`config.mk`:
```
export PLATFORM = sky130hd
export DESIGN_NAME = ltt_top
export DESIGN_NICKNAME = d
export VERILOG_FILES = /design/src/ltt_pkg.sv /design/src/ltt_ripple.sv /design/src/ltt_top.sv
export SDC_FILE = /design/constraint.sdc
export NUM_CORES = 1
export LEC_CHECK = 0
export ABC_CLOCK_PERIOD_IN_PS = 4250
export BUFFER_PORTS_ARGS = -buffer_cell sky130_fd_sc_hd__buf_2
export CAP_MARGIN = 5
export CORE_MARGIN = 4
export CORE_UTILIZATION = 55
export DETAILED_ROUTE_END_ITERATION = 10
export PLACE_DENSITY = 0.8
export SETUP_SLACK_MARGIN = 0.15
export SYNTH_ARGS = -nofsm -noshare
export SYNTH_HDL_FRONTEND = slang
export SYNTH_SLANG_ARGS = --single-unit
```
`constraint.sdc`:
```
create_clock -name sys_clk -period 4.25 [get_ports sys_clk]
set_input_delay 0.2125 -clock sys_clk [delete_from_list [all_inputs] [get_ports sys_clk]]
set_output_delay 0.2125 -clock sys_clk [all_outputs]
set_load 0.02 [all_outputs]
```
`src/ltt_pkg.sv`:
```
// Purpose: constants and types for the long range trigger timer
// Assumes: sys_clk at 100 MHz
// Notes: all timing figures are held in ns and converted to cycles here
// Operation
// - timebase clocks 8-bit counter, divide up to 256
// - outputs: timebase, first stage, eighth stage
// - reset at power-up, or reset high, trigger low
// - rising trigger leaves reset, starts timing
// - trigger discharges node, flips stages, outputs low
// - divide-by-256 output high after 128 falling edges
// - trigger edge overrides an asserted reset
// - divided outputs driven both high and low
package ltt_pkg;
  localparam int unsigned LTT_CLK_MHZ = 100;
  localparam int unsigned LTT_CNT_W = 8;
  // default internal timebase half period
  localparam int unsigned LTT_TB_HALF_NS = 500;
  localparam int unsigned LTT_TB_HALF_CYC =
    (LTT_TB_HALF_NS * LTT_CLK_MHZ) / 1000;
  // discharge pulse length after a trigger
  localparam int unsigned LTT_DIS_NS = 100;
  localparam int unsigned LTT_DIS_CYC =
    (LTT_DIS_NS * LTT_CLK_MHZ + 999) / 1000;
  localparam logic [7:0] LTT_CNT_RST = 8'hff;
  localparam logic [7:0] LTT_CNT_TRIG = 8'h00;
  localparam logic [7:0] LTT_CNT_HALF = 8'h80;
  localparam int unsigned LTT_DIV2_BIT = 0;
  localparam int unsigned LTT_DIV256_BIT = 7;
  typedef enum logic {LTT_IDLE, LTT_RUN} ltt_state_t;
endpackage : ltt_pkg

```
`src/ltt_ripple.sv`:
```
// Purpose: 8-stage binary counter chain of the timer
// Assumes: controls come from logic on sys_clk
// Notes: load_ones has priority over clear, clear over advance
`timescale 1ns/1ns
`default_nettype none
module ltt_ripple #(
  parameter int unsigned WIDTH = ltt_pkg::LTT_CNT_W
) (
  input wire logic sys_clk,
  input wire logic rst_n,
  input wire logic load_ones,
  input wire logic clear,
  input wire logic adv,
  output logic [WIDTH-1:0] cnt_ff
);
  import ltt_pkg::*;

  ////////////////////////////////////////////////////////////////////////////
  // stage chain: all ones at rest, all zeros on trigger, +1 per edge
  always_ff @(posedge sys_clk or negedge rst_n) begin
    if (!rst_n) begin
      cnt_ff <= '1;
    end else if (load_ones) begin
      cnt_ff <= '1;
    end else if (clear) begin
      cnt_ff <= '0;
    end else if (adv) begin
      cnt_ff <= WIDTH'(cnt_ff + 1'b1);
    end
  end
endmodule : ltt_ripple
`default_nettype wire

```
`src/ltt_top.sv`:
```
// Purpose: long range trigger timer, timebase oscillator plus counter
// Assumes: trigger, reset, timebase and node pins are asynchronous
// Notes: internal timebase stops while idle and restarts on a trigger
`timescale 1ns/1ns
`default_nettype none
module ltt_top #(
  parameter int unsigned TB_HALF_CYC = ltt_pkg::LTT_TB_HALF_CYC,
  parameter int unsigned DIS_CYC = ltt_pkg::LTT_DIS_CYC
) (
  input wire logic sys_clk,
  input wire logic nrst,
  input wire logic trigger_i,
  input wire logic reset_i,
  input wire logic timebase_io_i,
  output logic timebase_io_o,
  output logic timebase_io_oe_n,
  input wire logic timing_node_i,
  output logic timing_node_o,
  output logic timing_node_oe_n,
  output logic [ltt_pkg::LTT_CNT_W-1:0] cnt_ff,
  output logic div2_o,
  output logic div256_o
);
  import ltt_pkg::*;

  logic rst_s1_ff, rst_n;
  logic trg_s1_ff, trg_s2_ff, trg_s3_ff;
  logic rpin_s1_ff, rpin_s2_ff;
  logic tb_s1_ff, tb_s2_ff, tb_s3_ff;
  logic nd_s1_ff, nd_s2_ff;
  logic ext_mode_ff;
  logic [2:0] dis_hist_ff;
  ltt_state_t state_ff;
  logic [15:0] osc_cnt_ff;
  logic [15:0] dis_cnt_ff;
  logic tb_ff, dis_ff;
  logic trig_rise, rst_req, osc_wrap, adv, load_ones;

  ////////////////////////////////////////////////////////////////////////////
  // reset release through two flops
  always_ff @(posedge sys_clk or negedge nrst) begin
    if (!nrst) begin
      rst_s1_ff <= 1'b0;
      rst_n <= 1'b0;
    end else begin
      rst_s1_ff <= 1'b1;
      rst_n <= rst_s1_ff;
    end
  end

  // pin synchronisers; third trigger/timebase flop only for edge detect
  always_ff @(posedge sys_clk or negedge rst_n) begin
    if (!rst_n) begin
      trg_s1_ff <= 1'b0;
      trg_s2_ff <= 1'b0;
      trg_s3_ff <= 1'b0;
      rpin_s1_ff <= 1'b0;
      rpin_s2_ff <= 1'b0;
      tb_s1_ff <= 1'b1;
      tb_s2_ff <= 1'b1;
      tb_s3_ff <= 1'b1;
      nd_s1_ff <= 1'b1;
      nd_s2_ff <= 1'b1;
    end else begin
      trg_s1_ff <= trigger_i;
      trg_s2_ff <= trg_s1_ff;
      trg_s3_ff <= trg_s2_ff;
      rpin_s1_ff <= reset_i;
      rpin_s2_ff <= rpin_s1_ff;
      tb_s1_ff <= timebase_io_i;
      tb_s2_ff <= tb_s1_ff;
      tb_s3_ff <= tb_s2_ff;
      nd_s1_ff <= timing_node_i;
      nd_s2_ff <= nd_s1_ff;
    end
  end

  // event decode
  assign trig_rise = trg_s2_ff & ~trg_s3_ff;
  assign rst_req = rpin_s2_ff & ~trg_s2_ff;
  assign osc_wrap = (osc_cnt_ff == 16'(TB_HALF_CYC - 1));
  // a trigger edge must reach the clear, so it masks the idle hold too
  assign load_ones = ((state_ff == LTT_IDLE) | rst_req) & ~trig_rise;
  // falling timebase edge, own oscillator or external clock
  assign adv = (state_ff == LTT_RUN) & ~dis_ff & (ext_mode_ff ?
    (tb_s3_ff & ~tb_s2_ff) : (osc_wrap & tb_ff));

  ////////////////////////////////////////////////////////////////////////////
  // discharge history: the pin driver and the node synchroniser echo
  // the discharge low level for three cycles after it ends
  always_ff @(posedge sys_clk or negedge rst_n) begin
    if (!rst_n) begin
      dis_hist_ff <= '0;
    end else begin
      dis_hist_ff <= {dis_hist_ff[1:0], dis_ff};
    end
  end

  // mode: grounded timing node selects external clock; not sampled
  // while our own discharge, or its echo, pulls the node down
  always_ff @(posedge sys_clk or negedge rst_n) begin
    if (!rst_n) begin
      ext_mode_ff <= 1'b0;
    end else if (!dis_ff && (dis_hist_ff == 3'h0)) begin
      ext_mode_ff <= ~nd_s2_ff;
    end
  end

  // run/idle state; trigger edge wins over reset
  always_ff @(posedge sys_clk or negedge rst_n) begin
    if (!rst_n) begin
      state_ff <= LTT_IDLE;
    end else if (trig_rise) begin
      state_ff <= LTT_RUN;
    end else if (rst_req) begin
      state_ff <= LTT_IDLE;
    end
  end

  // discharge pulse after trigger
  always_ff @(posedge sys_clk or negedge rst_n) begin
    if (!rst_n) begin
      dis_ff <= 1'b0;
      dis_cnt_ff <= '0;
    end else if (trig_rise) begin
      dis_ff <= 1'b1;
      dis_cnt_ff <= 16'(DIS_CYC - 1);
    end else if (dis_cnt_ff != 16'h0000) begin
      dis_cnt_ff <= dis_cnt_ff - 16'h0001;
    end else begin
      dis_ff <= 1'b0;
    end
  end

  // internal timebase oscillator, halted while idle or discharging
  always_ff @(posedge sys_clk or negedge rst_n) begin
    if (!rst_n) begin
      tb_ff <= 1'b1;
      osc_cnt_ff <= '0;
    end else if (load_ones || dis_ff || trig_rise) begin
      tb_ff <= 1'b1;
      osc_cnt_ff <= '0;
    end else if (osc_wrap) begin
      tb_ff <= ~tb_ff;
      osc_cnt_ff <= '0;
    end else begin
      osc_cnt_ff <= osc_cnt_ff + 16'h0001;
    end
  end

  ////////////////////////////////////////////////////////////////////////////
  // counter chain
  ltt_ripple #(.WIDTH(LTT_CNT_W)) u_chain (
    .sys_clk(sys_clk),
    .rst_n(rst_n),
    .load_ones(load_ones),
    .clear(trig_rise),
    .adv(adv),
    .cnt_ff(cnt_ff)
  );

  // pin drivers; divided outputs are push-pull, no enable
  always_ff @(posedge sys_clk or negedge rst_n) begin
    if (!rst_n) begin
      timebase_io_o <= 1'b1;
      timebase_io_oe_n <= 1'b0;
      timing_node_o <= 1'b0;
      timing_node_oe_n <= 1'b1;
    end else begin
      timebase_io_o <= tb_ff;
      timebase_io_oe_n <= ext_mode_ff;
      timing_node_o <= 1'b0;
      timing_node_oe_n <= ~dis_ff;
    end
  end
  assign div2_o = cnt_ff[LTT_DIV2_BIT];
  assign div256_o = cnt_ff[LTT_DIV256_BIT];

  ////////////////////////////////////////////////////////////////////////////
  // helper: falling edges counted since the last trigger
  logic [7:0] edges_ff;
  always_ff @(posedge sys_clk or negedge rst_n) begin
    if (!rst_n) begin
      edges_ff <= '0;
    end else if (trig_rise) begin
      edges_ff <= '0;
    end else if (adv && !load_ones) begin
      edges_ff <= edges_ff + 8'h01;
    end
  end

  // checks
  a_idle_outs_high: assert property (
    @(posedge sys_clk) disable iff (!rst_n)
    (state_ff == LTT_IDLE && !trig_rise) |=> (div2_o && div256_o))
    else $error("outputs not high in idle");
  a_reset_enters: assert property (
    @(posedge sys_clk) disable iff (!rst_n)
    (rst_req && !trig_rise) |=> (state_ff == LTT_IDLE))
    else $error("reset request ignored");
  a_trig_starts: assert property (
    @(posedge sys_clk) disable iff (!rst_n)
    trig_rise |=> (state_ff == LTT_RUN))
    else $error("trigger did not start run");
  a_trig_over_rst: assert property (
    @(posedge sys_clk) disable iff (!rst_n)
    (trig_rise && rpin_s2_ff) |=> (state_ff == LTT_RUN) ##1 !div256_o)
    else $error("trigger lost against reset");
  a_trig_flips: assert property (
    @(posedge sys_clk) disable iff (!rst_n)
    trig_rise |=> (cnt_ff == LTT_CNT_TRIG) ##1 !timing_node_oe_n)
    else $error("trigger did not clear and discharge");
  a_half_mark: assert property (
    @(posedge sys_clk) disable iff (!rst_n)
    ($rose(div256_o) && state_ff == LTT_RUN) |-> (edges_ff == LTT_CNT_HALF))
    else $error("final stage rose at wrong count");
  a_adv_step: assert property (
    @(posedge sys_clk) disable iff (!rst_n)
    (adv && !load_ones && !trig_rise) |=> (cnt_ff == $past(cnt_ff) + 8'h01))
    else $error("counter did not step");
  a_free_wrap: assert property (
    @(posedge sys_clk) disable iff (!rst_n)
    (adv && !load_ones && !trig_rise && cnt_ff == LTT_CNT_RST)
    |=> (cnt_ff == LTT_CNT_TRIG))
    else $error("counter did not wrap");
  a_tb_driven: assert property (
    @(posedge sys_clk) disable iff (!rst_n)
    !ext_mode_ff |=> !timebase_io_oe_n)
    else $error("timebase not driven");
  c_trigger: cover property (@(posedge sys_clk) disable iff (!rst_n)
    trig_rise);
  c_half: cover property (@(posedge sys_clk) disable iff (!rst_n)
    $rose(div256_o) && state_ff == LTT_RUN);
  c_ext: cover property (@(posedge sys_clk) disable iff (!rst_n)
    ext_mode_ff && adv);
  c_oneshot: cover property (@(posedge sys_clk) disable iff (!rst_n)
    (state_ff == LTT_RUN) ##1 (state_ff == LTT_IDLE));
endmodule : ltt_top
`default_nettype wire
```
# After elaboration in Yosys (flattened, before gate mapping)
# Cells that the tools add are included.
# op_classes
add_sub_neg	3
eq_ne	2
n_mux	14
bitwise	16
n_reduce_logical	10
# ops
cell	count
$mux 16	4
$mux 8	3
$add 16x1->16 const B	1
$eq 16x6->1 const B	1
$reduce_bool 16->1	1
$sub 16x1->16 const B	1
$add 8x1->8 const B	1
$not 1->1	8
$and 1x1->1	7
$mux 1	7
$reduce_bool 2->1	3
$logic_not 3->1	1
$reduce_bool 3->1	1
$logic_or 1x1->1	2
$ne 2x2->1 const B	1
$logic_and 1x1->1	1
$logic_not 1->1	1
$or 1x1->1	1
# totals
register_bits	62
input_bits	6

# Depth between registers and ports, before layout
# Gate-level depths: netlist of run 1.
# depth
ltp_word	7
mapped_depth	7
ltp_nobuf	6

# By module
# From an unflattened synthesis of run 1, not the netlist that was laid out.
# unflattened
cells_unflattened	267
hier_area_um2	2901.5
# by_module_without_submodules
module	n_inst	cells_each	area_each_um2	seq_area_each_um2
ltt_top	1	226	2466.1	1361.3
ltt_ripple	1	41	435.4	210.2

# Worst setup path after synthesis of run 1
# No wires, ideal clock.
# synth_path
path_type	register -> register
start	register osc_cnt_ff[1]
end	register u_chain.cnt_ff[0]
setup_time_ns	0.085
arrival_ns	1.611
path_slack_ns	2.554
path_stages_with_launch	7
path_buffers	0
period_less_slack_ns	1.696
cell_sequence	dfrtp_1 > inv_1 > ha_1 > nor3b_1 > nand4_2 > o21ai_2 > mux2_1
# synth_via
elab_chain_cells	5
# synth_rtl
item	line_no	source
start, declared	ltt_top.sv:34	logic [15:0] osc_cnt_ff;
start signal, assigned	ltt_top.sv:147	osc_cnt_ff <= osc_cnt_ff + 16'h0001;
$eq 16x6->1	ltt_top.sv:81	assign osc_wrap = (osc_cnt_ff == 16'(TB_HALF_CYC - 1));
$and 1x1->1	ltt_top.sv:86	(tb_s3_ff & ~tb_s2_ff) : (osc_wrap & tb_ff));
$mux 1	ltt_top.sv:85	assign adv = (state_ff == LTT_RUN) & ~dis_ff & (ext_mode_ff ?
$and 1x1->1	ltt_top.sv:85	
$reduce_bool 3->1 (no line)	--	
end signal, assigned	ltt_ripple.sv:28	cnt_ff <= WIDTH'(cnt_ff + 1'b1);
end, declared	ltt_ripple.sv:14	output logic [WIDTH-1:0] cnt_ff
# No other way between the ends.
# A chain may end at the register's enable or synchronous reset.

# Final worst setup path of run 1
# layout_path
start	register osc_cnt_ff[9]
end	register osc_cnt_ff[8]
# layout_via
elab_chain_cells	3
# layout_rtl
item	line_no	source
$eq 16x6->1	ltt_top.sv:81	
$mux 16	ltt_top.sv:143	end else if (osc_wrap) begin
$mux 16	ltt_top.sv:140	end else if (load_ones || dis_ff || trig_rise) begin
# No other way between the ends.

==> metrics.txt, run 1 <==
status=finished clean; clk sinks=62; Max-Cap Viols=0; CP Capture Type=flip-flop; post-DP HPWL=3920 um; Max Fclk=0.493 GHz; Unique masters post-synth=58; number of flops mapped to enable cells by yosys=0; clk buf depth=2; initial DRC count=87; CTS-repair resized insts=0; count of final hold-check violations=0; I/O Pins=20; Crit Path Max Fanout=16; total CTS buffers=9; GP Congestion=0.826; Area Growth Syn to Fin=12.6%; antenna cell count=0; GRT Overall Usage=21.4%; combinational power share=34.6%; Slew Limit Headroom=42.8%; Cell Pwr Density=630 mW/mm2; vias per cell=5.94; routed len/inst=15.6 um; Initial Util=57.5%; CTS H-tree lvls=3; routed length on met2=2990 um; gr ovfl total=0; std cell rows=26; Worst-Skew Late Latency=340 ps; period utilization=47.7%; Fin Setup TNS=0 ps; most frequent cells in the layout=dfrtp_1, nor2_1, buf_2; Detailed Routing Iterations Pass 1=7; height of the die=81.5 um; layout cell share with drive strength beyond 1=20.8%; internal power=1.26 mW; register area share after synthesis=52.9%; CTS root buffer=clkbuf_8; largest net degree at the start of global routing=34; drt total wl=5950 um; syn_area_per_cell=10.6 um2; core box area=0.00517 mm2; Setup Viol. Count Final=0; sequential group share of total power=43.0%; first-pass GRT wire length=10900 um; Tmin final=2030 ps; routed via count=2269; prevailing post-synth register cell=dfrtp_1; Remaining DRCs=0; Synth Instances=281; Arr. time, crit path=2230 ps; Max VDD drop=0.000345 V; Worst-path clk slew=80 ps; port bufs=18; Least-Margin Pin Slew=858 ps; initial antenna violation count=0; r2r endpoint=osc_cnt_ff[8]$_DFF_PN0_; R2R depth=4; YS warnings=0; leakage power=1.37 nW; startpoint types=flip-flop; Clock Power Share=22.4%; most common cell after layout, fill and taps aside=dfrtp_1; synthesized area=0.00297 mm2; WL met1=2640 um; FF-to-FF setup slack=2220 ps; Critical Path Sink=osc_cnt_ff[8]$_DFF_PN0_; Hold Crit Class=in2async; Crit Path Category=reg2reg; CTS tree=yes; vias in the first global route=2275; design area=0.00335 mm2; Post-synth ARST share=100%; Seq cells post-synth=62; placed cell area=0.00312 mm2; met3 wire length=273 um; crit path from=osc_cnt_ff[9]$_DFF_PN0_; Clock Skew=11.9 ps; Mapped Nets=291; RSZ-0062 raised after global routing=false; Top Layer Used=met4; Die ar.=0.00665 mm2; sw frac=40.5%; Slew Viols, Final=0; Switch Pwr=854 uW; post-CTS setup buffers=0; WP data required=4450 ps; antenna-violating nets left=0; Die X=81.5 um; worst reg2reg path startpoint=osc_cnt_ff[9]$_DFF_PN0_; layout net count=317
## registers in the layout (all words and copies together) (netlist names), 3 cells and up
name            count
u_chain.cnt_ff      8
dis_cnt_ff         16
dis_hist_ff         3
osc_cnt_ff         16
## worst min-delay path by stage
stage | startpoint | cells after the start | endpoint | slack (ps)
after CTS | nrst | 2 | rst_n$_DFF_PN0_ | 160
final | nrst | 2 | rst_n$_DFF_PN0_ | 190
after global routing | nrst | 2 | rst_n$_DFF_PN0_ | 180
after detailed placement | nrst | 1 | rst_s1_ff$_DFF_PN0_ | 4
after floorplan | nrst | 0 | rst_n$_DFF_PN0_ | -80
after global placement | nrst | 1 | rst_s1_ff$_DFF_PN0_ | -1
## power by group through the flow
stage                     sequential (mW)  combinational [mW]  clock (mW)
after floorplan                     0.929               0.528           0
after global placement              0.906               0.699           0
after detailed placement            0.916               0.719           0
after CTS                           0.907               0.728       0.481
after global routing                0.934               0.827       0.513
final                               0.907               0.730       0.472
## final cells by class
class	instances	area [um2]
fillers	392	1830
multi-input cells	199	1310
inverters	10	37.5
repair buffers	25	155
clock buffers	9	124
clock inverters	7	57.6
well taps	70	87.6
flip-flops and latches	62	1570
## critical path, cell delays in order (launching register included)
cell and delay, ps:
dfrtp_1 460, nor4_1 380, nand4_2 360, nand2_1 550, nor2_1 120
## kinds of logic after synthesis
kind of cell,after synthesis,share of synthesized area (%)
AOI/OAI and AO/OA,53,12.0
xor gates and xnor gates,14,4.12
adders and majority gates,4,1.68
buffers and inverters,20,2.99
DFF,62,52.9
muxes,4,1.39
other,2,0.253
and+or+nand+nor,122,24.7
## timing repair
action,4_1_cts,5_1_grt
hold endpoints to repair,6,0
endpoints found under the setup margin,0,0
hold buffers,5,0
## routing by layer
metal / up-vias / global-route usage (%)
met1: 1127 / 28.9
met3: 5 / 6.47
met2: 57 / 33.8
li1: 1080 / -
met5: - / 0
met4: 0 / 5.41
## stage by stage
| step | setup WS (ps) | hold slack, ps | util, % | power, mW | std cells |
|---|---|---|---|---|---|
| 6_report | 2220 | 188 | 64.7 | 2.11 | 382 |
| 5_1_grt | 1970 | 177 | 64.7 | 2.27 | 382 |
| 4_1_cts | 2220 | 163 | 64.7 | 2.12 | 382 |
| 3_5_place_dp | 2250 | 3.51 | 60.2 | 1.63 | 361 |
| 3_3_place_gp | 2300 | -1.49 | 60.2 | 1.60 | 361 |
| 2_1_floorplan | 2420 | -83.1 | - | 1.46 | 281 |
## cells in the mapped netlist, drive strengths merged, types with 2 or more instances
library cell	instances	share of area (%)
or4	4	1.3
nand2	16	2.1
o31ai	3	0.76
nand3b	2	0.50
a21oi	15	2.5
nor2	29	3.7
nor4	9	2.8
a31oi	2	0.42
dfstp	16	14
mux2i	3	1.0
xnor2	6	1.8
clkbuf	4	0.50
nand4	10	2.3
nand2b	5	1.1
ha	4	1.7
nor2b	4	0.84
and3	3	0.63
or3	4	0.84
nand3	11	1.9
dfrtp	46	39
conb	2	0.25
and4	5	1.5
a211oi	4	1.0
o211ai	10	2.5
nor4b	3	1.6
buf	6	1.2
o21ai	7	1.3
inv	10	1.3
nor3	12	2.2
xor2	8	2.4
o211a	2	0.67
(Power assumes the default switching activity.)
==> inputs of run 2 (changes only) <==
ABC_CLOCK_PERIOD_IN_PS = 1900   (was 4250)
clock period = 1.9 ns   (was 4.25 ns; I/O delays follow)
==> metrics.txt, run 2 (synthesized netlist as in run 1, its figures left out) <==
Area Growth Syn to Fin=24.0% (was 12.6%); Detailed Routing Iterations Pass 1=4 (was 7); Critical Path, Cell by Cell=nor4_4 > buf_4 > buf_6 > nand2_4 > or4_4 > a21oi_2 (was nor4_1 > nand4_2 > nand2_1 > nor2_1); antenna-violating nets left=0 (unchanged); height of the die=81.5 um (unchanged); Final Util=71.3% (was 64.7%); Initial Util=57.5% (unchanged); Setup Viol. Count Final=0 (unchanged); placed cell area=0.00325 mm2 (was 0.00312 mm2); Worst-path clk slew=70 ps (was 80 ps); Max-Cap Viols=0 (unchanged); R2R depth=6 (was 4); Crit Path Max Fanout=4 (was 16); startpoint types=flip-flop (unchanged); vias in the first global route=2255 (was 2275); worst reg2reg path startpoint=dis_cnt_ff[4]$_DFFE_PN0P_ (was osc_cnt_ff[9]$_DFF_PN0_); Tmin final=1720 ps (was 2030 ps); Crit Path Category=reg2reg (unchanged); slowest cell on the critical path=or4_4 (was nand2_1); initial antenna violation count=0 (unchanged); largest net degree at the start of global routing=61 (was 34); Worst Setup Slack, final=179 ps (was 2220 ps); CP Capture Type=flip-flop (unchanged); CTS root buffer=clkbuf_8 (unchanged); std cell rows=26 (unchanged); routed via count=2414 (was 2269); WP data required=2170 ps (was 4450 ps); Hold Crit Class=in2async (unchanged); count of final hold-check violations=0 (unchanged); vias per cell=5.90 (was 5.94); initial DRC count=107 (was 87); Clock Skew=7.71 ps (was 11.9 ps); Worst-Skew Late Latency=330 ps (was 340 ps); total CTS buffers=9 (unchanged); fin cells=409 (was 382); Max Fclk=0.581 GHz (was 0.493 GHz); DP Worst Slack=67.3 ps (was 2250 ps); largest registers=dis_cnt_ff: 16 flops, osc_cnt_ff: 16 flops, u_chain.cnt_ff: 8 flops (unchanged); layout net count=344 (was 317); Max VDD drop=0.000793 V (was 0.000345 V); Fin Setup TNS=0 ps (unchanged); antenna cell count=0 (unchanged); leakage power=1.55 nW (was 1.37 nW); Cell Pwr Density=1440 mW/mm2 (was 630 mW/mm2); Placed Cells=375 (was 361); GP Congestion=0.855 (was 0.826); CTS tree=yes (unchanged); GRT Overall Usage=20.5% (was 21.4%); crit path from=dis_cnt_ff[4]$_DFFE_PN0P_ (was osc_cnt_ff[9]$_DFF_PN0_); layout cell share with drive strength beyond 1=31.3% (was 20.8%); Min Hold Slack=70.8 ps (was 188 ps); clk buf depth=2 (unchanged); post-DP HPWL=4120 um (was 3920 um); clk sinks=62 (unchanged); first-pass GRT wire length=10400 um (was 10900 um); FF-to-FF setup slack=180 ps (was 2220 ps); port bufs=18 (unchanged); Die X=81.5 um (unchanged); Die ar.=0.00665 mm2 (unchanged); Max stage delay on crit path=510 ps (was 550 ps); Slew Viols, Final=0 (unchanged); Pwr Total=5.31 mW (was 2.11 mW); routed len/inst=15.4 um (was 15.6 um); I/O Pins=20 (unchanged); most common cell after layout, fill and taps aside=dfrtp_1 (unchanged); Arr. time, crit path=1990 ps (was 2230 ps); gr ovfl total=0 (unchanged); RSZ-0062 raised after global routing=true (was false); Slew Limit Headroom=66.9% (was 42.8%); design area=0.00369 mm2 (was 0.00335 mm2); CTS H-tree lvls=3 (unchanged); layout filler cell count=367 (was 392); drt total wl=6300 um (was 5950 um); Least-Margin Pin Slew=490 ps (was 858 ps); core box area=0.00517 mm2 (unchanged); most frequent cells in the layout=dfrtp_1, nor2_1, buf_4 (was dfrtp_1, nor2_1, buf_2); period utilization=90.6% (was 47.7%); status=finished clean (unchanged); Remaining DRCs=0 (unchanged)
==> run 2: critical path, delay by kind of cell, from the launching register on <==
| family | cells | cell delay (ps) |
|---|---|---|
| and+or+nand+nor | 3 | 810 |
| DFF | 1 | 430 |
| buffers and inverters | 2 | 290 |
| AOI/OAI and AO/OA | 1 | 120 |
==> run 2: area by class of cell <==
| cell class | instances | area, um2 | share of cell area [%] |
|---|---|---|---|
| inverter | 10 | 37.5 | 1.02 |
| timing repair buffer | 52 | 387 | 10.5 |
| multi-input combinational | 199 | 1400 | 37.9 |
| tap | 70 | 87.6 | 2.38 |
| clock inverter | 6 | 71.3 | 1.93 |
| clock buffer | 10 | 128 | 3.46 |
| sequential | 62 | 1580 | 42.8 |
==> run 2: worst paths after layout <==
path / to
worst max register to register: dis_cnt_ff[10]$_DFFE_PN0P_
worst min-delay path: rst_s1_ff$_DFF_PN0_
min in group sys_clk: rpin_s2_ff$_DFF_PN0_
worst max-delay path: dis_cnt_ff[10]$_DFFE_PN0P_
max in group asynchronous: tb_s2_ff$_DFF_PN1_
worst min register to register: dis_cnt_ff[9]$_DFFE_PN0P_
==> run 2: power by group <==
part           internal [mW]  switching, mW
clock                  0.614          0.524
combinational          0.982           1.15
sequential              1.67          0.368
total                   3.27           2.04
==> run 2: timing repair <==
| item | in CTS | in global routing |
|---|---|---|
| endpoints found under the setup margin | 8 | 18 |
| cloned | 0 | 0 |
| endpoints found under the hold margin | 6 | 0 |
| gates resized for setup | 1 | 23 |
| pin swaps | 4 | 9 |
| buffers inserted | 2 | 11 |
| hold buffers | 5 | 0 |
==> run 2: routing by layer <==
metal | track usage [%] | share of wire, %
met5 | 0 | 0
met4 | 7.26 | 0.78
met3 | 7.02 | 4.5
met2 | 32.9 | 52
met1 | 25.6 | 43
==> inputs of run 3 (changes only) <==
CELL_PAD_IN_SITES_DETAIL_PLACEMENT = 1   (was not set)
CELL_PAD_IN_SITES_GLOBAL_PLACEMENT = 2   (was not set)
CORE_UTILIZATION = 39   (was 55)
PLACE_DENSITY = 0.84   (was 0.8)
==> metrics.txt, run 3 (synthesized netlist as in run 1, its figures left out) <==
internal power=3.22 mW (was 3.27 mW); clk buf depth=2 (unchanged); Initial Util=40.6% (was 57.5%); routed len/inst=16.7 um (was 15.4 um); CTS tree=yes (unchanged); Setup Viol. Count Final=0 (unchanged); Detailed Routing Iterations Pass 1=4 (unchanged); sequential group share of total power=37.6% (was 38.4%); layout cell share with drive strength beyond 1=33.0% (was 31.3%); fin cells=441 (was 409); Cell Pwr Density=1440 mW/mm2 (about the same); antenna cell count=0 (unchanged); Crit Path Category=reg2reg (unchanged); initial DRC count=48 (was 107); port bufs=18 (unchanged); Crit path max-delay family=simple AND/OR/NAND/NOR gates (unchanged); RSZ-0062 raised after global routing=true (unchanged); Max stage delay on crit path=580 ps (was 510 ps); first-pass GRT wire length=12100 um (was 10400 um); WP data required=2180 ps (was 2170 ps); Worst-Skew Late Latency=350 ps (was 330 ps); initial antenna violation count=0 (unchanged); period utilization=92.6% (was 90.6%); clk sinks=62 (unchanged); height of the die=95.3 um (was 81.5 um); most frequent cells in the layout=dfrtp_1, nor2_1, buf_4 (unchanged); Max-Cap Viols=0 (unchanged); GRT Overall Usage=17.4% (was 20.5%); CP Capture Type=flip-flop (unchanged); layout filler cell count=815 (was 367); largest net degree at the start of global routing=61 (unchanged); CTS root buffer=clkbuf_8 (unchanged); most common cell after layout, fill and taps aside=dfrtp_1 (unchanged); Worst-path clk slew=80 ps (was 70 ps); register area=0.00158 mm2 (unchanged); combinational power share=42.2% (was 40.1%); design area=0.00377 mm2 (was 0.00369 mm2); routed via count=2416 (was 2414); Crit path buffers/inverters=0 (was 2); CTS H-tree lvls=3 (unchanged); Max VDD drop=0.000513 V (was 0.000793 V); Pwr Total=5.44 mW (was 5.31 mW); Area Growth Syn to Fin=26.9% (was 24.0%); Slew Viols, Final=0 (unchanged); largest registers=dis_cnt_ff: 16 flops, osc_cnt_ff: 16 flops, u_chain.cnt_ff: 8 flops (unchanged); Die X=95.3 um (was 81.5 um); total CTS buffers=9 (unchanged); Max Fclk=0.569 GHz (was 0.581 GHz); Die ar.=0.00908 mm2 (was 0.00665 mm2); count of final hold-check violations=0 (unchanged); Hold Crit Class=in2async (unchanged); GP Congestion=0.770 (was 0.855); gr ovfl total=0 (unchanged); vias per cell=5.48 (was 5.90); placed cell area=0.00330 mm2 (was 0.00325 mm2); Arr. time, crit path=2040 ps (was 1990 ps); post-DP HPWL=4830 um (was 4120 um); slowest cell on the critical path=or4_4 (unchanged); Fin Setup TNS=0 ps (unchanged); Tmin final=1760 ps (was 1720 ps); Remaining DRCs=0 (unchanged); Clock Power Share=20.2% (was 21.4%); Clock Skew=12.6 ps (was 7.71 ps); DP Worst Slack=24.9 ps (was 67.3 ps); vias in the first global route=2450 (was 2255); Critical Path, Cell by Cell=or4_4 > or4_4 > a21oi_2 (was nor4_4 > buf_4 > buf_6 > nand2_4 > or4_4 > a21oi_2); multi-input logic area=0.00144 mm2 (was 0.00140 mm2); Placed Cells=408 (was 375); std cell rows=31 (was 26); startpoint types=flip-flop (unchanged); layout net count=347 (was 344); most used cell, CP=or4_4; Switch Pwr=2.22 mW (was 2.04 mW); drt total wl=7370 um (was 6300 um); sw frac=40.8% (was 38.4%); I/O Pins=20 (unchanged); worst reg2reg path startpoint=dis_cnt_ff[8]$_DFFE_PN0P_ (was dis_cnt_ff[4]$_DFFE_PN0P_); leakage power=1.58 nW (was 1.55 nW); Crit Path Max Fanout=5 (was 4); core box area=0.00733 mm2 (was 0.00517 mm2); status=finished clean (unchanged); crit path from=dis_cnt_ff[8]$_DFFE_PN0P_ (was dis_cnt_ff[4]$_DFFE_PN0P_); Worst Setup Slack, final=141 ps (was 179 ps); antenna-violating nets left=0 (unchanged)
## run 3: through the flow
stage | hold WS, ps | utilization (%)
floorplan | -201 | -
global placement | -120 | 45.0
detailed placement | -117 | 45.0
CTS | 38.3 | 48.6
global route | 45.6 | 51.5
finish | 49.8 | 51.5
## run 3: final cells by class
cell class | instances | share of cell area, %
Sequential cell | 62 | 41.9
Clock buffer | 9 | 3.28
Inverter | 10 | 0.995
Multi-Input combinational cell | 199 | 38.2
Timing Repair Buffer | 55 | 10.8
Tap cell | 99 | 3.28
Clock inverter | 7 | 1.53
## run 3: worst reg2reg max path, cell delays in order (launching register included)
cell and delay, ps:
dfrtp_2 440, or4_4 580, or4_4 540, a21oi_2 130
## run 3: routing by layer
metal	wire, um	share of wire [%]	up-vias	track usage, %
li1	-	-	1144	-
met1	3370	46	1239	22.8
met2	3740	51	25	27.9
met3	185	2.5	8	4.66
met4	78	1.1	0	5.65
met5	0	0	-	0
## run 3: worst paths after layout
| kind | slack (ps) | cells after the start | endpoint |
|---|---|---|---|
| worst max-delay path | 140 | 3 | dis_cnt_ff[10]$_DFFE_PN0P_ |
| worst min-delay path | 50 | 2 | rst_n$_DFF_PN0_ |
| worst max register to register | 140 | 3 | dis_cnt_ff[10]$_DFFE_PN0P_ |
| worst min register to register | 270 | 1 | trg_s1_ff$_DFF_PN0_ |
| max in group asynchronous | 1300 | 1 | u_chain.cnt_ff[2]$_DFFE_PN1P_ |
| min in group sys_clk | 360 | 0 | nd_s2_ff$_DFF_PN1_ |
## run 3: power groups by stage
stage / combinational, mW / sequential (mW) / clock (mW)
detailed placement: 1.87 / 2.04 / 0
CTS: 1.92 / 2.02 / 1.12
finish: 2.29 / 2.04 / 1.10
global placement: 1.83 / 2.02 / 0
floorplan: 1.18 / 2.08 / 0
global route: 2.53 / 2.10 / 1.20
## run 3: repair_timing
action,CTS,global route
endpoints found under the setup margin,27,36
gates resized for setup,3,25
buffers inserted,2,10
endpoints found under the hold margin,6,0
pin swaps,4,8
hold buffers,5,0
